$ cat src/design/data_move_defines.svh
// register offsets, field positions, reset values and clock counts of the decoder
`ifndef DATA_MOVE_DEFINES_SVH
`define DATA_MOVE_DEFINES_SVH

`define OFS_CTRL          8'h00
`define OFS_INSTR         8'h04
`define OFS_OPERAND       8'h08
`define OFS_STATUS        8'h0c

`define CTRL_PROT_BIT     0
`define CTRL_CPL_LSB      1
`define CTRL_PORT_PRIVILEGE_THRESHOLD_LSB     3
`define CTRL_RESET        5'h00

`define INSTR_OPC_LSB     0
`define INSTR_MODRM_LSB   8
`define OPND_OFS_LSB      0
`define OPND_LIMIT_BIT    16
`define OPND_ACCESS_BIT   17
`define OPND_STACK_BIT    18

`define ST_BUSY_BIT       0
`define ST_DONE_BIT       1
`define ST_EXC_BIT        2
`define ST_CLASS_LSB      3
`define ST_VEC_LSB        8
`define ST_CLK_LSB        16
`define ST_WORD_BIT       21
`define ST_LOCK_BIT       22
`define ST_ILLEGAL_BIT    23
`define ST_REG_LSB        24
`define ST_IMM_LSB        27
`define ST_SEXT_BIT       29
`define ST_VARPORT_BIT    30

`define VEC_GP            8'h0d
`define VEC_STACK         8'h0c
`define WORD_TOP_OFS      16'hffff

`define CLK_SEG_LOAD_R    5'h02
`define CLK_SEG_LOAD_RM   5'h05
`define CLK_SEG_LOAD_P    5'h11
`define CLK_SEG_LOAD_PM   5'h13
`define CLK_SEG_STORE     5'h02
`define CLK_SEG_STORE_M   5'h03
`define CLK_PUSH_MEM      5'h05
`define CLK_PUSH          5'h03
`define CLK_PUSH_ALL      5'h11
`define CLK_POP           5'h05
`define CLK_POP_SEG_P     5'h14
`define CLK_POP_ALL       5'h13
`define CLK_SWAP          5'h03
`define CLK_SWAP_M        5'h05
`define CLK_IN            5'h05
`define CLK_OUT           5'h03
`define CLK_TRANSLATE     5'h05

`define RESP_OKAY         2'h0
`define RESP_SLVERR       2'h2

`endif

$ cat src/design/data_move_pkg.sv
// types shared by the data-move decoder
package data_move_pkg;

    typedef enum logic [4:0] {
        CL_NONE             = 5'h00,
        CL_SEG_LOAD         = 5'h01,
        CL_SEG_STORE        = 5'h02,
        CL_PUSH_MEM         = 5'h03,
        CL_PUSH_REG         = 5'h04,
        CL_PUSH_SEG         = 5'h05,
        CL_PUSH_IMM         = 5'h06,
        CL_PUSH_ALL_REGS    = 5'h07,
        CL_POP_MEM          = 5'h08,
        CL_POP_REG          = 5'h09,
        CL_POP_SEG          = 5'h0a,
        CL_POP_ALL_REGS     = 5'h0b,
        CL_SWAP_OPERANDS_RM = 5'h0c,
        CL_SWAP_OPERANDS_AC = 5'h0d,
        CL_IN_FIXED         = 5'h0e,
        CL_IN_VAR           = 5'h0f,
        CL_OUT_FIXED        = 5'h10,
        CL_OUT_VAR          = 5'h11,
        CL_TABLE_TRANSLATE  = 5'h12
    } op_class_t;

    typedef enum logic [1:0] {
        ST_IDLE = 2'b01,
        ST_EXEC = 2'b10
    } exec_state_t;

    typedef struct packed {
        op_class_t  cls;
        logic [4:0] clocks;
        logic       word;
        logic       mem;
        logic [2:0] reg_sel;
        logic [1:0] imm_bytes;
        logic       sext;
        logic       var_port;
        logic       lock;
        logic       illegal;
        logic       note_overrun;
        logic       note_prot;
        logic       io;
    } decode_t;

    typedef struct packed {
        logic        awready;
        logic        wready;
        logic        aw_held;
        logic        w_held;
        logic [7:0]  awaddr;
        logic [31:0] wdata;
        logic [3:0]  wstrb;
        logic        bvalid;
        logic [1:0]  bresp;
        logic        arready;
        logic        rvalid;
        logic [31:0] rdata;
        logic [1:0]  rresp;
    } axi_state_t;

    typedef struct packed {
        axi_state_t  axi;
        logic [4:0]  ctrl;
        logic [15:0] instr;
        logic [18:0] operand;
        decode_t     dec;
        exec_state_t st;
        logic [4:0]  count;
        logic        busy;
        logic        done;
        logic        exc;
        logic [7:0]  exc_vec;
        logic        lock;
        logic        exc_pulse;
        logic        done_pulse;
    } core_state_t;

endpackage : data_move_pkg

$ cat src/design/data_move_decode.sv
// decode and timing of the data-move, stack, swap, port and translate instructions
//
// Overview of operation
// - 8e modrm loads segment; 2/5 real, 17/19 protected
// - 8c modrm stores segment; 2/3 clocks
// - ff with reg field 110 pushes memory, 5
// - 01010 reg pushes general register, 3 clocks
// - 000 sel 110 pushes segment register, 3 clocks
// - 011010s0 pushes immediate, s picks bytes, 3
// - 60 pushes all registers in 17 clocks
// - 8f with reg field 000 pops memory, 5
// - 01011 reg pops general register, 5 clocks
// - 000 sel 111 pops segment, not sel 01
// - 61 pops all registers in 19 clocks
// - swap with register 3, with memory 5
// - 10010 reg swaps with accumulator, 3 clocks
// - 1110010w with port byte reads port, 5
// - 1110110w reads register-addressed port, 5 clocks
// - 1110011w with port byte writes port, 3
// - 1110111w writes register-addressed port, 3 clocks
// - d7 translates low accumulator byte, 5 clocks
// - memory swap drives bus lock while it runs, not when it faults
// - protected port access above threshold raises 13
// - real word operand at ffff raises 13
// - protected limit/access violation 13, stack 12
`timescale 1ns/1ps
`include "data_move_defines.svh"

module data_move_decode
    import data_move_pkg::*;
(
    input  wire logic        MCLK,          // processor clock, 40 MHz
    input  wire logic        RESET,         // synchronous, active high
    input  wire logic [7:0]  S_AXI_AWADDR,  // write address
    input  wire logic        S_AXI_AWVALID, // write address valid
    output logic             S_AXI_AWREADY, // write address ready
    input  wire logic [31:0] S_AXI_WDATA,   // write data
    input  wire logic [3:0]  S_AXI_WSTRB,   // write byte strobes
    input  wire logic        S_AXI_WVALID,  // write data valid
    output logic             S_AXI_WREADY,  // write data ready
    output logic [1:0]       S_AXI_BRESP,   // write response
    output logic             S_AXI_BVALID,  // write response valid
    input  wire logic        S_AXI_BREADY,  // write response ready
    input  wire logic [7:0]  S_AXI_ARADDR,  // read address
    input  wire logic        S_AXI_ARVALID, // read address valid
    output logic             S_AXI_ARREADY, // read address ready
    output logic [31:0]      S_AXI_RDATA,   // read data
    output logic [1:0]       S_AXI_RRESP,   // read response
    output logic             S_AXI_RVALID,  // read data valid
    input  wire logic        S_AXI_RREADY,  // read data ready
    output logic             BUSY,          // instruction executing
    output logic             BUS_LOCK,      // exclusive bus lock
    output logic             EXC_PULSE,     // one-cycle exception event
    output logic [7:0]       EXC_VECTOR,    // exception vector of the last started instruction, else 0
    output logic             DONE_PULSE     // one-cycle completion event
);

    core_state_t cur_ff;
    core_state_t nxt_ff;

    function automatic logic [31:0] merge_bytes(input logic [31:0] old_val,
                                                input logic [31:0] new_val,
                                                input logic [3:0]  strb);
        logic [31:0] res;
        res = old_val;
        for (int i = 0; i < 4; i++) begin
            if (strb[i]) begin
                res[i*8 +: 8] = new_val[i*8 +: 8];
            end
        end
        return res;
    endfunction : merge_bytes

    function automatic decode_t decode(input logic [7:0] opc,
                                       input logic [7:0] modrm,
                                       input logic       prot);
        decode_t d;
        logic    is_mem;
        is_mem         = (modrm[7:6] != 2'h3);
        d              = '0;
        d.cls          = CL_NONE;
        d.word         = 1'b1;
        d.note_overrun = 1'b1;
        d.note_prot    = 1'b1;
        casez (opc)
            8'b1000_1110: begin
                d.cls     = CL_SEG_LOAD;
                d.mem     = is_mem;
                d.reg_sel = modrm[5:3];
                if (prot) begin
                    d.clocks = is_mem ? `CLK_SEG_LOAD_PM : `CLK_SEG_LOAD_P;
                end else begin
                    d.clocks = is_mem ? `CLK_SEG_LOAD_RM : `CLK_SEG_LOAD_R;
                end
            end
            8'b1000_1100: begin
                d.cls     = CL_SEG_STORE;
                d.mem     = is_mem;
                d.reg_sel = modrm[5:3];
                d.clocks  = is_mem ? `CLK_SEG_STORE_M : `CLK_SEG_STORE;
            end
            8'b1111_1111: begin
                d.cls     = CL_PUSH_MEM;
                d.mem     = 1'b1;
                d.clocks  = `CLK_PUSH_MEM;
                d.illegal = (modrm[5:3] != 3'h6);
            end
            8'b0101_0???: begin
                d.cls     = CL_PUSH_REG;
                d.reg_sel = opc[2:0];
                d.clocks  = `CLK_PUSH;
            end
            8'b0101_1???: begin
                d.cls     = CL_POP_REG;
                d.reg_sel = opc[2:0];
                d.clocks  = `CLK_POP;
            end
            8'b000?_?110: begin
                d.cls     = CL_PUSH_SEG;
                d.reg_sel = {1'b0, opc[4:3]};
                d.clocks  = `CLK_PUSH;
            end
            8'b000?_?111: begin
                d.cls     = CL_POP_SEG;
                d.reg_sel = {1'b0, opc[4:3]};
                d.illegal = (opc[4:3] == 2'h1);
                d.clocks  = prot ? `CLK_POP_SEG_P : `CLK_POP;
            end
            8'b0110_10?0: begin
                d.cls       = CL_PUSH_IMM;
                d.sext      = opc[1];
                d.imm_bytes = opc[1] ? 2'h1 : 2'h2;
                d.clocks    = `CLK_PUSH;
            end
            8'b0110_0000: begin
                d.cls    = CL_PUSH_ALL_REGS;
                d.clocks = `CLK_PUSH_ALL;
            end
            8'b0110_0001: begin
                d.cls    = CL_POP_ALL_REGS;
                d.clocks = `CLK_POP_ALL;
            end
            8'b1000_1111: begin
                d.cls     = CL_POP_MEM;
                d.mem     = 1'b1;
                d.clocks  = `CLK_POP;
                d.illegal = (modrm[5:3] != 3'h0);
            end
            8'b1000_011?: begin
                d.cls     = CL_SWAP_OPERANDS_RM;
                d.word    = opc[0];
                d.mem     = is_mem;
                d.reg_sel = modrm[5:3];
                d.clocks  = is_mem ? `CLK_SWAP_M : `CLK_SWAP;
                d.lock    = is_mem;
            end
            8'b1001_0???: begin
                d.cls          = CL_SWAP_OPERANDS_AC;
                d.reg_sel      = opc[2:0];
                d.clocks       = `CLK_SWAP;
                d.note_overrun = 1'b0;
                d.note_prot    = 1'b0;
            end
            8'b1110_?1??: begin
                d.word         = opc[0];
                d.io           = 1'b1;
                d.note_overrun = 1'b0;
                d.note_prot    = 1'b0;
                d.var_port     = opc[3];
                d.imm_bytes    = opc[3] ? 2'h0 : 2'h1;
                d.illegal      = opc[4];
                if (opc[1]) begin
                    d.cls    = opc[3] ? CL_OUT_VAR : CL_OUT_FIXED;
                    d.clocks = `CLK_OUT;
                end else begin
                    d.cls    = opc[3] ? CL_IN_VAR : CL_IN_FIXED;
                    d.clocks = `CLK_IN;
                end
            end
            8'b1101_0111: begin
                d.cls          = CL_TABLE_TRANSLATE;
                d.word         = 1'b0;
                d.mem          = 1'b1;
                d.clocks       = `CLK_TRANSLATE;
                d.note_overrun = 1'b0;
            end
            default: begin
                d.illegal = 1'b1;
            end
        endcase
        return d;
    endfunction : decode

    // exception check: returns {raised, vector}
    function automatic logic [8:0] check_exc(input decode_t     d,
                                             input logic [4:0]  ctrl,
                                             input logic [18:0] opnd);
        logic       prot;
        logic [1:0] current_privilege_level;
        logic [1:0] port_privilege_threshold;
        logic [8:0] res;
        prot = ctrl[`CTRL_PROT_BIT];
        current_privilege_level  = ctrl[`CTRL_CPL_LSB +: 2];
        port_privilege_threshold = ctrl[`CTRL_PORT_PRIVILEGE_THRESHOLD_LSB +: 2];
        res  = 9'h000;
        if (prot && d.io && (current_privilege_level > port_privilege_threshold)) begin
            res = {1'b1, `VEC_GP};
        end else if (prot && d.note_prot && opnd[`OPND_STACK_BIT]) begin
            res = {1'b1, `VEC_STACK};
        end else if (prot && d.note_prot
                     && (opnd[`OPND_LIMIT_BIT] || opnd[`OPND_ACCESS_BIT])) begin
            res = {1'b1, `VEC_GP};
        end else if (!prot && d.note_overrun && d.word
                     && (opnd[`OPND_OFS_LSB +: 16] == `WORD_TOP_OFS)) begin
            res = {1'b1, `VEC_GP};
        end
        return res;
    endfunction : check_exc

    logic        wr_fire;
    logic        start;
    logic        done_clr;
    logic [31:0] status_word;
    logic [31:0] new_word;
    logic [8:0]  exc_chk;
    decode_t     dec_new;

    always_comb begin
        nxt_ff = cur_ff;
        nxt_ff.exc_pulse  = 1'b0;
        nxt_ff.done_pulse = 1'b0;

        status_word = 32'h0000_0000;
        status_word[`ST_BUSY_BIT]          = cur_ff.busy;
        status_word[`ST_DONE_BIT]          = cur_ff.done;
        status_word[`ST_EXC_BIT]           = cur_ff.exc;
        status_word[`ST_CLASS_LSB +: 5]    = cur_ff.dec.cls;
        status_word[`ST_VEC_LSB +: 8]      = cur_ff.exc_vec;
        status_word[`ST_CLK_LSB +: 5]      = cur_ff.dec.clocks;
        status_word[`ST_WORD_BIT]          = cur_ff.dec.word;
        status_word[`ST_LOCK_BIT]          = cur_ff.dec.lock;
        status_word[`ST_ILLEGAL_BIT]       = cur_ff.dec.illegal;
        status_word[`ST_REG_LSB +: 3]      = cur_ff.dec.reg_sel;
        status_word[`ST_IMM_LSB +: 2]      = cur_ff.dec.imm_bytes;
        status_word[`ST_SEXT_BIT]          = cur_ff.dec.sext;
        status_word[`ST_VARPORT_BIT]       = cur_ff.dec.var_port;

        // write channels are taken independently, the write happens once both are held
        if (S_AXI_AWVALID && cur_ff.axi.awready) begin
            nxt_ff.axi.aw_held = 1'b1;
            nxt_ff.axi.awaddr  = S_AXI_AWADDR;
        end
        if (S_AXI_WVALID && cur_ff.axi.wready) begin
            nxt_ff.axi.w_held = 1'b1;
            nxt_ff.axi.wdata  = S_AXI_WDATA;
            nxt_ff.axi.wstrb  = S_AXI_WSTRB;
        end
        wr_fire  = cur_ff.axi.aw_held && cur_ff.axi.w_held && !cur_ff.axi.bvalid;
        start    = 1'b0;
        done_clr = 1'b0;
        new_word = 32'h0000_0000;
        if (wr_fire) begin
            nxt_ff.axi.aw_held = 1'b0;
            nxt_ff.axi.w_held  = 1'b0;
            nxt_ff.axi.bvalid  = 1'b1;
            nxt_ff.axi.bresp   = `RESP_OKAY;
            unique case (cur_ff.axi.awaddr)
                `OFS_CTRL: begin
                    new_word    = merge_bytes({27'h0, cur_ff.ctrl}, cur_ff.axi.wdata,
                                              cur_ff.axi.wstrb);
                    nxt_ff.ctrl = new_word[4:0];
                end
                `OFS_INSTR: begin
                    new_word     = merge_bytes({16'h0, cur_ff.instr}, cur_ff.axi.wdata,
                                               cur_ff.axi.wstrb);
                    // a new instruction while one runs is ignored
                    if (!cur_ff.busy) begin
                        nxt_ff.instr = new_word[15:0];
                        start        = 1'b1;
                    end
                end
                `OFS_OPERAND: begin
                    new_word       = merge_bytes({13'h0, cur_ff.operand}, cur_ff.axi.wdata,
                                                 cur_ff.axi.wstrb);
                    nxt_ff.operand = new_word[18:0];
                end
                `OFS_STATUS: begin
                    done_clr = cur_ff.axi.wstrb[0] && cur_ff.axi.wdata[`ST_DONE_BIT];
                end
                default: begin
                    nxt_ff.axi.bresp = `RESP_SLVERR;
                end
            endcase
        end
        if (cur_ff.axi.bvalid && S_AXI_BREADY) begin
            nxt_ff.axi.bvalid = 1'b0;
        end
        nxt_ff.axi.awready = !nxt_ff.axi.aw_held && !nxt_ff.axi.bvalid;
        nxt_ff.axi.wready  = !nxt_ff.axi.w_held && !nxt_ff.axi.bvalid;

        if (S_AXI_ARVALID && cur_ff.axi.arready) begin
            nxt_ff.axi.rvalid = 1'b1;
            nxt_ff.axi.rresp  = `RESP_OKAY;
            unique case (S_AXI_ARADDR)
                `OFS_CTRL:    nxt_ff.axi.rdata = {27'h0, cur_ff.ctrl};
                `OFS_INSTR:   nxt_ff.axi.rdata = {16'h0, cur_ff.instr};
                `OFS_OPERAND: nxt_ff.axi.rdata = {13'h0, cur_ff.operand};
                `OFS_STATUS:  nxt_ff.axi.rdata = status_word;
                default: begin
                    nxt_ff.axi.rdata = 32'h0000_0000;
                    nxt_ff.axi.rresp = `RESP_SLVERR;
                end
            endcase
        end else if (cur_ff.axi.rvalid && S_AXI_RREADY) begin
            nxt_ff.axi.rvalid = 1'b0;
        end
        nxt_ff.axi.arready = !nxt_ff.axi.rvalid;

        dec_new = decode(new_word[`INSTR_OPC_LSB +: 8], new_word[`INSTR_MODRM_LSB +: 8],
                         cur_ff.ctrl[`CTRL_PROT_BIT]);
        exc_chk = check_exc(dec_new, cur_ff.ctrl, cur_ff.operand);

        if (done_clr) begin
            nxt_ff.done = 1'b0;
        end
        unique case (cur_ff.st)
            ST_IDLE: begin
                if (start) begin
                    nxt_ff.dec     = dec_new;
                    nxt_ff.exc     = 1'b0;
                    nxt_ff.exc_vec = 8'h00;
                    nxt_ff.done    = 1'b0;
                    if (dec_new.illegal) begin
                        nxt_ff.done       = 1'b1;
                        nxt_ff.done_pulse = 1'b1;
                    end else if (exc_chk[8]) begin
                        // a faulting instruction never executes
                        nxt_ff.exc        = 1'b1;
                        nxt_ff.exc_vec    = exc_chk[7:0];
                        nxt_ff.exc_pulse  = 1'b1;
                        nxt_ff.done       = 1'b1;
                        nxt_ff.done_pulse = 1'b1;
                    end else begin
                        nxt_ff.st    = ST_EXEC;
                        nxt_ff.busy  = 1'b1;
                        nxt_ff.count = dec_new.clocks - 5'h01;
                        nxt_ff.lock  = dec_new.lock;
                    end
                end
            end
            ST_EXEC: begin
                if (cur_ff.count == 5'h00) begin
                    nxt_ff.st         = ST_IDLE;
                    nxt_ff.busy       = 1'b0;
                    nxt_ff.lock       = 1'b0;
                    nxt_ff.done       = 1'b1;
                    nxt_ff.done_pulse = 1'b1;
                end else begin
                    nxt_ff.count = cur_ff.count - 5'h01;
                end
            end
        endcase
    end

    always_ff @(posedge MCLK) begin
        if (RESET) begin
            cur_ff             <= '0;
            cur_ff.axi.awready <= 1'b1;
            cur_ff.axi.wready  <= 1'b1;
            cur_ff.axi.arready <= 1'b1;
            cur_ff.ctrl        <= `CTRL_RESET;
            cur_ff.dec.cls     <= CL_NONE;
            cur_ff.st          <= ST_IDLE;
        end else begin
            cur_ff <= nxt_ff;
        end
    end

    assign S_AXI_AWREADY = cur_ff.axi.awready;
    assign S_AXI_WREADY  = cur_ff.axi.wready;
    assign S_AXI_BRESP   = cur_ff.axi.bresp;
    assign S_AXI_BVALID  = cur_ff.axi.bvalid;
    assign S_AXI_ARREADY = cur_ff.axi.arready;
    assign S_AXI_RDATA   = cur_ff.axi.rdata;
    assign S_AXI_RRESP   = cur_ff.axi.rresp;
    assign S_AXI_RVALID  = cur_ff.axi.rvalid;
    assign BUSY          = cur_ff.busy;
    assign BUS_LOCK      = cur_ff.lock;
    assign EXC_PULSE     = cur_ff.exc_pulse;
    assign EXC_VECTOR    = cur_ff.exc_vec;
    assign DONE_PULSE    = cur_ff.done_pulse;

endmodule : data_move_decode

$ cat config.mk
export PLATFORM = sky130hd
export DESIGN_NAME = data_move_decode
export DESIGN_NICKNAME = d
export VERILOG_FILES = /design/src/design/data_move_pkg.sv /design/src/design/data_move_decode.sv
export VERILOG_INCLUDE_DIRS = /design/src /design/src/design
export SDC_FILE = /design/constraint.sdc
export NUM_CORES = 1
export LEC_CHECK = 0
export ABC_AREA = 1
export BUFFER_PORTS_ARGS = -buffer_cell sky130_fd_sc_hd__buf_2
export CAP_MARGIN = 10
export CORE_UTILIZATION = 53
export CTS_CLUSTER_DIAMETER = 120
export DETAILED_ROUTE_END_ITERATION = 8
export PLACE_DENSITY = 0.77
export REMOVE_ABC_BUFFERS = 1
export SLEW_MARGIN = 20
export SYNTH_ARGS = -nofsm -noshare
export SYNTH_HDL_FRONTEND = slang
export SYNTH_SLANG_ARGS = --single-unit
$ cat constraint.sdc
create_clock -name MCLK -period 2.59 [get_ports MCLK]
set_input_delay 0.259 -clock MCLK [delete_from_list [all_inputs] [get_ports MCLK]]
set_output_delay 0.259 -clock MCLK [all_outputs]
set_load 0.005 [all_outputs]
==> key figures <==
Logic synthesis
  • Top cell type's share of synthesized area: 0.335
  • Distinct cells, synth: 50
  • Syn Area/Cell: 6.67 um^2
  • Top_reg_cell synth: dfxtp_1
  • Most frequent cell after synthesis: nand2_1
  • Ranking of synthesized cells by area: dfxtp_1, nand2_1, nor2_1
  • Cell count after synthesis: ~1300
  • Top post-synthesis cells by count: nand2_1, nor2_1, dfxtp_1
  • Sequential area share after synthesis: 0.335
  • Synth area leader: dfxtp_1
  • Seq cells post-synth: between 100 and 150
  • Async SR Flop Fraction: 0
  • Post-synth EDFFs: 0
  • Synth warn: 0
  • Synthesized area: between 8000 and 9000 um^2

CTS
  • Clock Sinks: approximately 140
  • Deepest clock path buffer count: 2
  • Cts bufs inserted: 17
  • CTS tree: done
  • Clock transition at path regs: about 70 ps
  • H-Tree Depth: 4
  • Skew-Pair Late Insertion Delay: about 430 ps
  • CTS root buf: clkbuf_16
  • Hold Buf Count CTS: 0

Drt
  • Vias/cell: 5.51
  • Total wire length: approximately 31000 um
  • Pre-antenna DRT Iters: 6
  • Post-DRT Antenna Nets: 0
  • Via count: slightly below 10000
  • Iteration-0 DRC Markers: roughly 870
  • Drc violations: 0
  • Routed len/inst: about 17 um

Critical path
  • Critical Path End Type: flop
  • CP Data Required Time: 2960 ps
  • RR Endpoint: cur_ff[18]
  • CP endpoint: cur_ff[18]
  • Crit path from: cur_ff[164]
  • Critical path class: reg -> reg
  • R2r startpoint: cur_ff[164]
  • R2R depth: 19
  • Worst Path Max Fanout: 6
  • CP peak stage delay: roughly 340 ps
  • Critical Path AT: around 3400 ps
  • Critical Path Start Type: flop
  • Worst-path cell chain: nor2_2 -> nand2_2 -> nor2_4 -> buf_6 -> nand2_2 -> nand3_4 -> buf_4 -> buf_6 -> nand3_4 -> inv_2 -> nand2_2 -> buf_6 -> o2111ai_1 -> nand4_1 -> nand2_4 -> nand3_4 -> nand2_1 -> nand2_1 -> nor2_1
  • Critical path's slowest cell: nand4_1
  • R2R Setup Slk: -480 ps

Global route
  • Total GRT Usage: 0.375
  • Largest net degree at the start of global routing: 63
  • Initial antenna violation count: 1
  • Grt ovf: 0
  • Vias in the first global route: 8942
  • Global-route wire length before repair: 46900 um

Timing
  • Final Max Slew Viols: 0
  • TNS Setup: -4730 ps
  • Final Hold Viols: 0
  • Min Tclk post-route: about 3100 ps
  • WHS: approximately 74 ps
  • Layout Skew: between 10 and 15 ps
  • Final period utilization: 1.18
  • RSZ-0062 raised after global routing: true
  • Final setup fails: 16
  • Fin worst setup slack: -476 ps
  • Maximum clock rate: approximately 330 MHz
  • Worst slew pin tran: around 750 ps
  • Relative slew slack: 0.503

Worst hold path
  • WHS Path Cells: 3
  • Tightest Hold Check Type: in -> reg

Layout
  • Ant diodes: 0
  • Fillers: 1158
  • Fin nets: 1613
  • Register Area: about 2800 um^2
  • Finished Core Util: 0.784
  • P&R area growth vs syn: 43.0%
  • Layout cells sized above 1: 0.389
  • Area of the multi-input gates: around 5200 um^2

Power and ir drop
  • Max rail drop VDD: between 0.4 and 0.5 mV
  • Leakage power: 5.65 nW
  • Pwr Density: between 400 and 500 nW/um^2

Outcome
  • Failing checks: negative setup slack
  • Status: complete, but fails checks

Place
  • Dpl hpwl: between 20000 and 25000 um
  • Port Buffers: 88
  • Placer Congestion: between 1 and 1.5
  • Placement Setup Slack: -512 ps

Floorplan
  • Die W: around 130 um
  • Row count: 45
  • Die area: 16400 um^2
  • Starting Density: 0.549
  • Total core area: 15400 um^2
  • Die height: roughly 130 um
  • I/O Pins: about 110

Job
  • Maxcap violations: 0
kinds of logic after synthesis:
family / synth area share
flops: 0.335
buf+inv: 0.128
simple gates: 0.352
compound gates: 0.173
other cells: 0.000445
xor+xnor: 0.00104
fa+ha+maj: 0.0104
timing repair:
action | in CTS | in global routing
resized for setup | 90 | 147
gates cloned | 0 | 1
buffers inserted | 26 | 21
endpoints found under the setup margin | 18 | 25
pin swaps | 43 | 65
layout make-up:
class | count | area share
clock inverters | 15 | 0.0159
clock buffers | 17 | 0.0353
inverters | 137 | 0.0451
repair buffers | 346 | 0.213
multi-input cells | 904 | 0.434
flip-flops and latches | 141 | 0.235
well taps | 211 | 0.0219
through the flow:
stage,std cells,area [um^2],power [mW]
final,1771,12100,5.76
after global routing,1771,12100,5.93
after CTS,1751,11300,5.66
after detailed placement,1693,10200,3.02
after global placement,1693,10200,3.00
after floorplan,1182,7900,2.67
layout by cell type, fill, tap and decap left out, types with 15 or more instances in the layout:
cell type,Yosys,final
nand3_2,16,21
dfxtp_1,141,132
clkbuf_16,0,18
buf_4,47,222
a211oi_1,18,17
nand4_1,20,20
buf_6,5,30
nand2_2,17,43
nor2_2,12,30
buf_2,4,88
inv_2,15,22
nor2_1,182,154
nor2_4,6,16
nand3_1,73,56
nand2_4,6,15
nand2_1,252,216
o21ai_0,94,82
inv_1,117,102
a21oi_1,94,88
nand3_4,4,16
worst min-delay path by stage:
stage | from | end | slack, ps
after floorplan | RESET | DONE_PULSE | 330
after global placement | cur_ff[26] | S_AXI_RDATA[30] | 450
after detailed placement | cur_ff[26] | S_AXI_RDATA[30] | 450
after CTS | S_AXI_WDATA[16] | cur_ff[144] | 70
after global routing | S_AXI_WDATA[0] | cur_ff[128] | 90
final | S_AXI_WDATA[16] | cur_ff[144] | 70
routing by layer:
| metal | global-route usage | routed length (um) | vias up |
|---|---|---|---|
| li1 | - | - | 4687 |
| met1 | 0.504 | 13400 | 4525 |
| met2 | 0.576 | 13700 | 462 |
| met3 | 0.0922 | 2710 | 90 |
| met4 | 0.149 | 977 | 2 |
| met5 | 0 | 13 | - |
power by group:
group,internal (mW),switching (mW),leakage (nW)
sequential,2.25,0.0585,1.15
clock,1.47,1.14,0.298
combinational,0.362,0.481,4.21
total,4.08,1.68,5.65
flip-flops by register name, indices dropped and copies added, names as in the netlist, named ones only:
name and cells:
S_AXI_BVALID 1, S_AXI_RRESP 1, cur_ff 93, S_AXI_ARREADY 1, S_AXI_RVALID 1, S_AXI_AWREADY 1, S_AXI_BRESP 1, EXC_VECTOR 2
DONE_PULSE 1, S_AXI_WREADY 1, EXC_PULSE 1, S_AXI_RDATA 30, BUS_LOCK 1
worst max-delay path, delay by kind of cell (launching register included):
kind	cells	cell delay, ps
flip-flops	1	330
buffers and inverters	5	640
AO/OA/AOI/OAI	1	210
AND/OR/NAND/NOR	13	1810
Power figures use the tool's default switching activity.
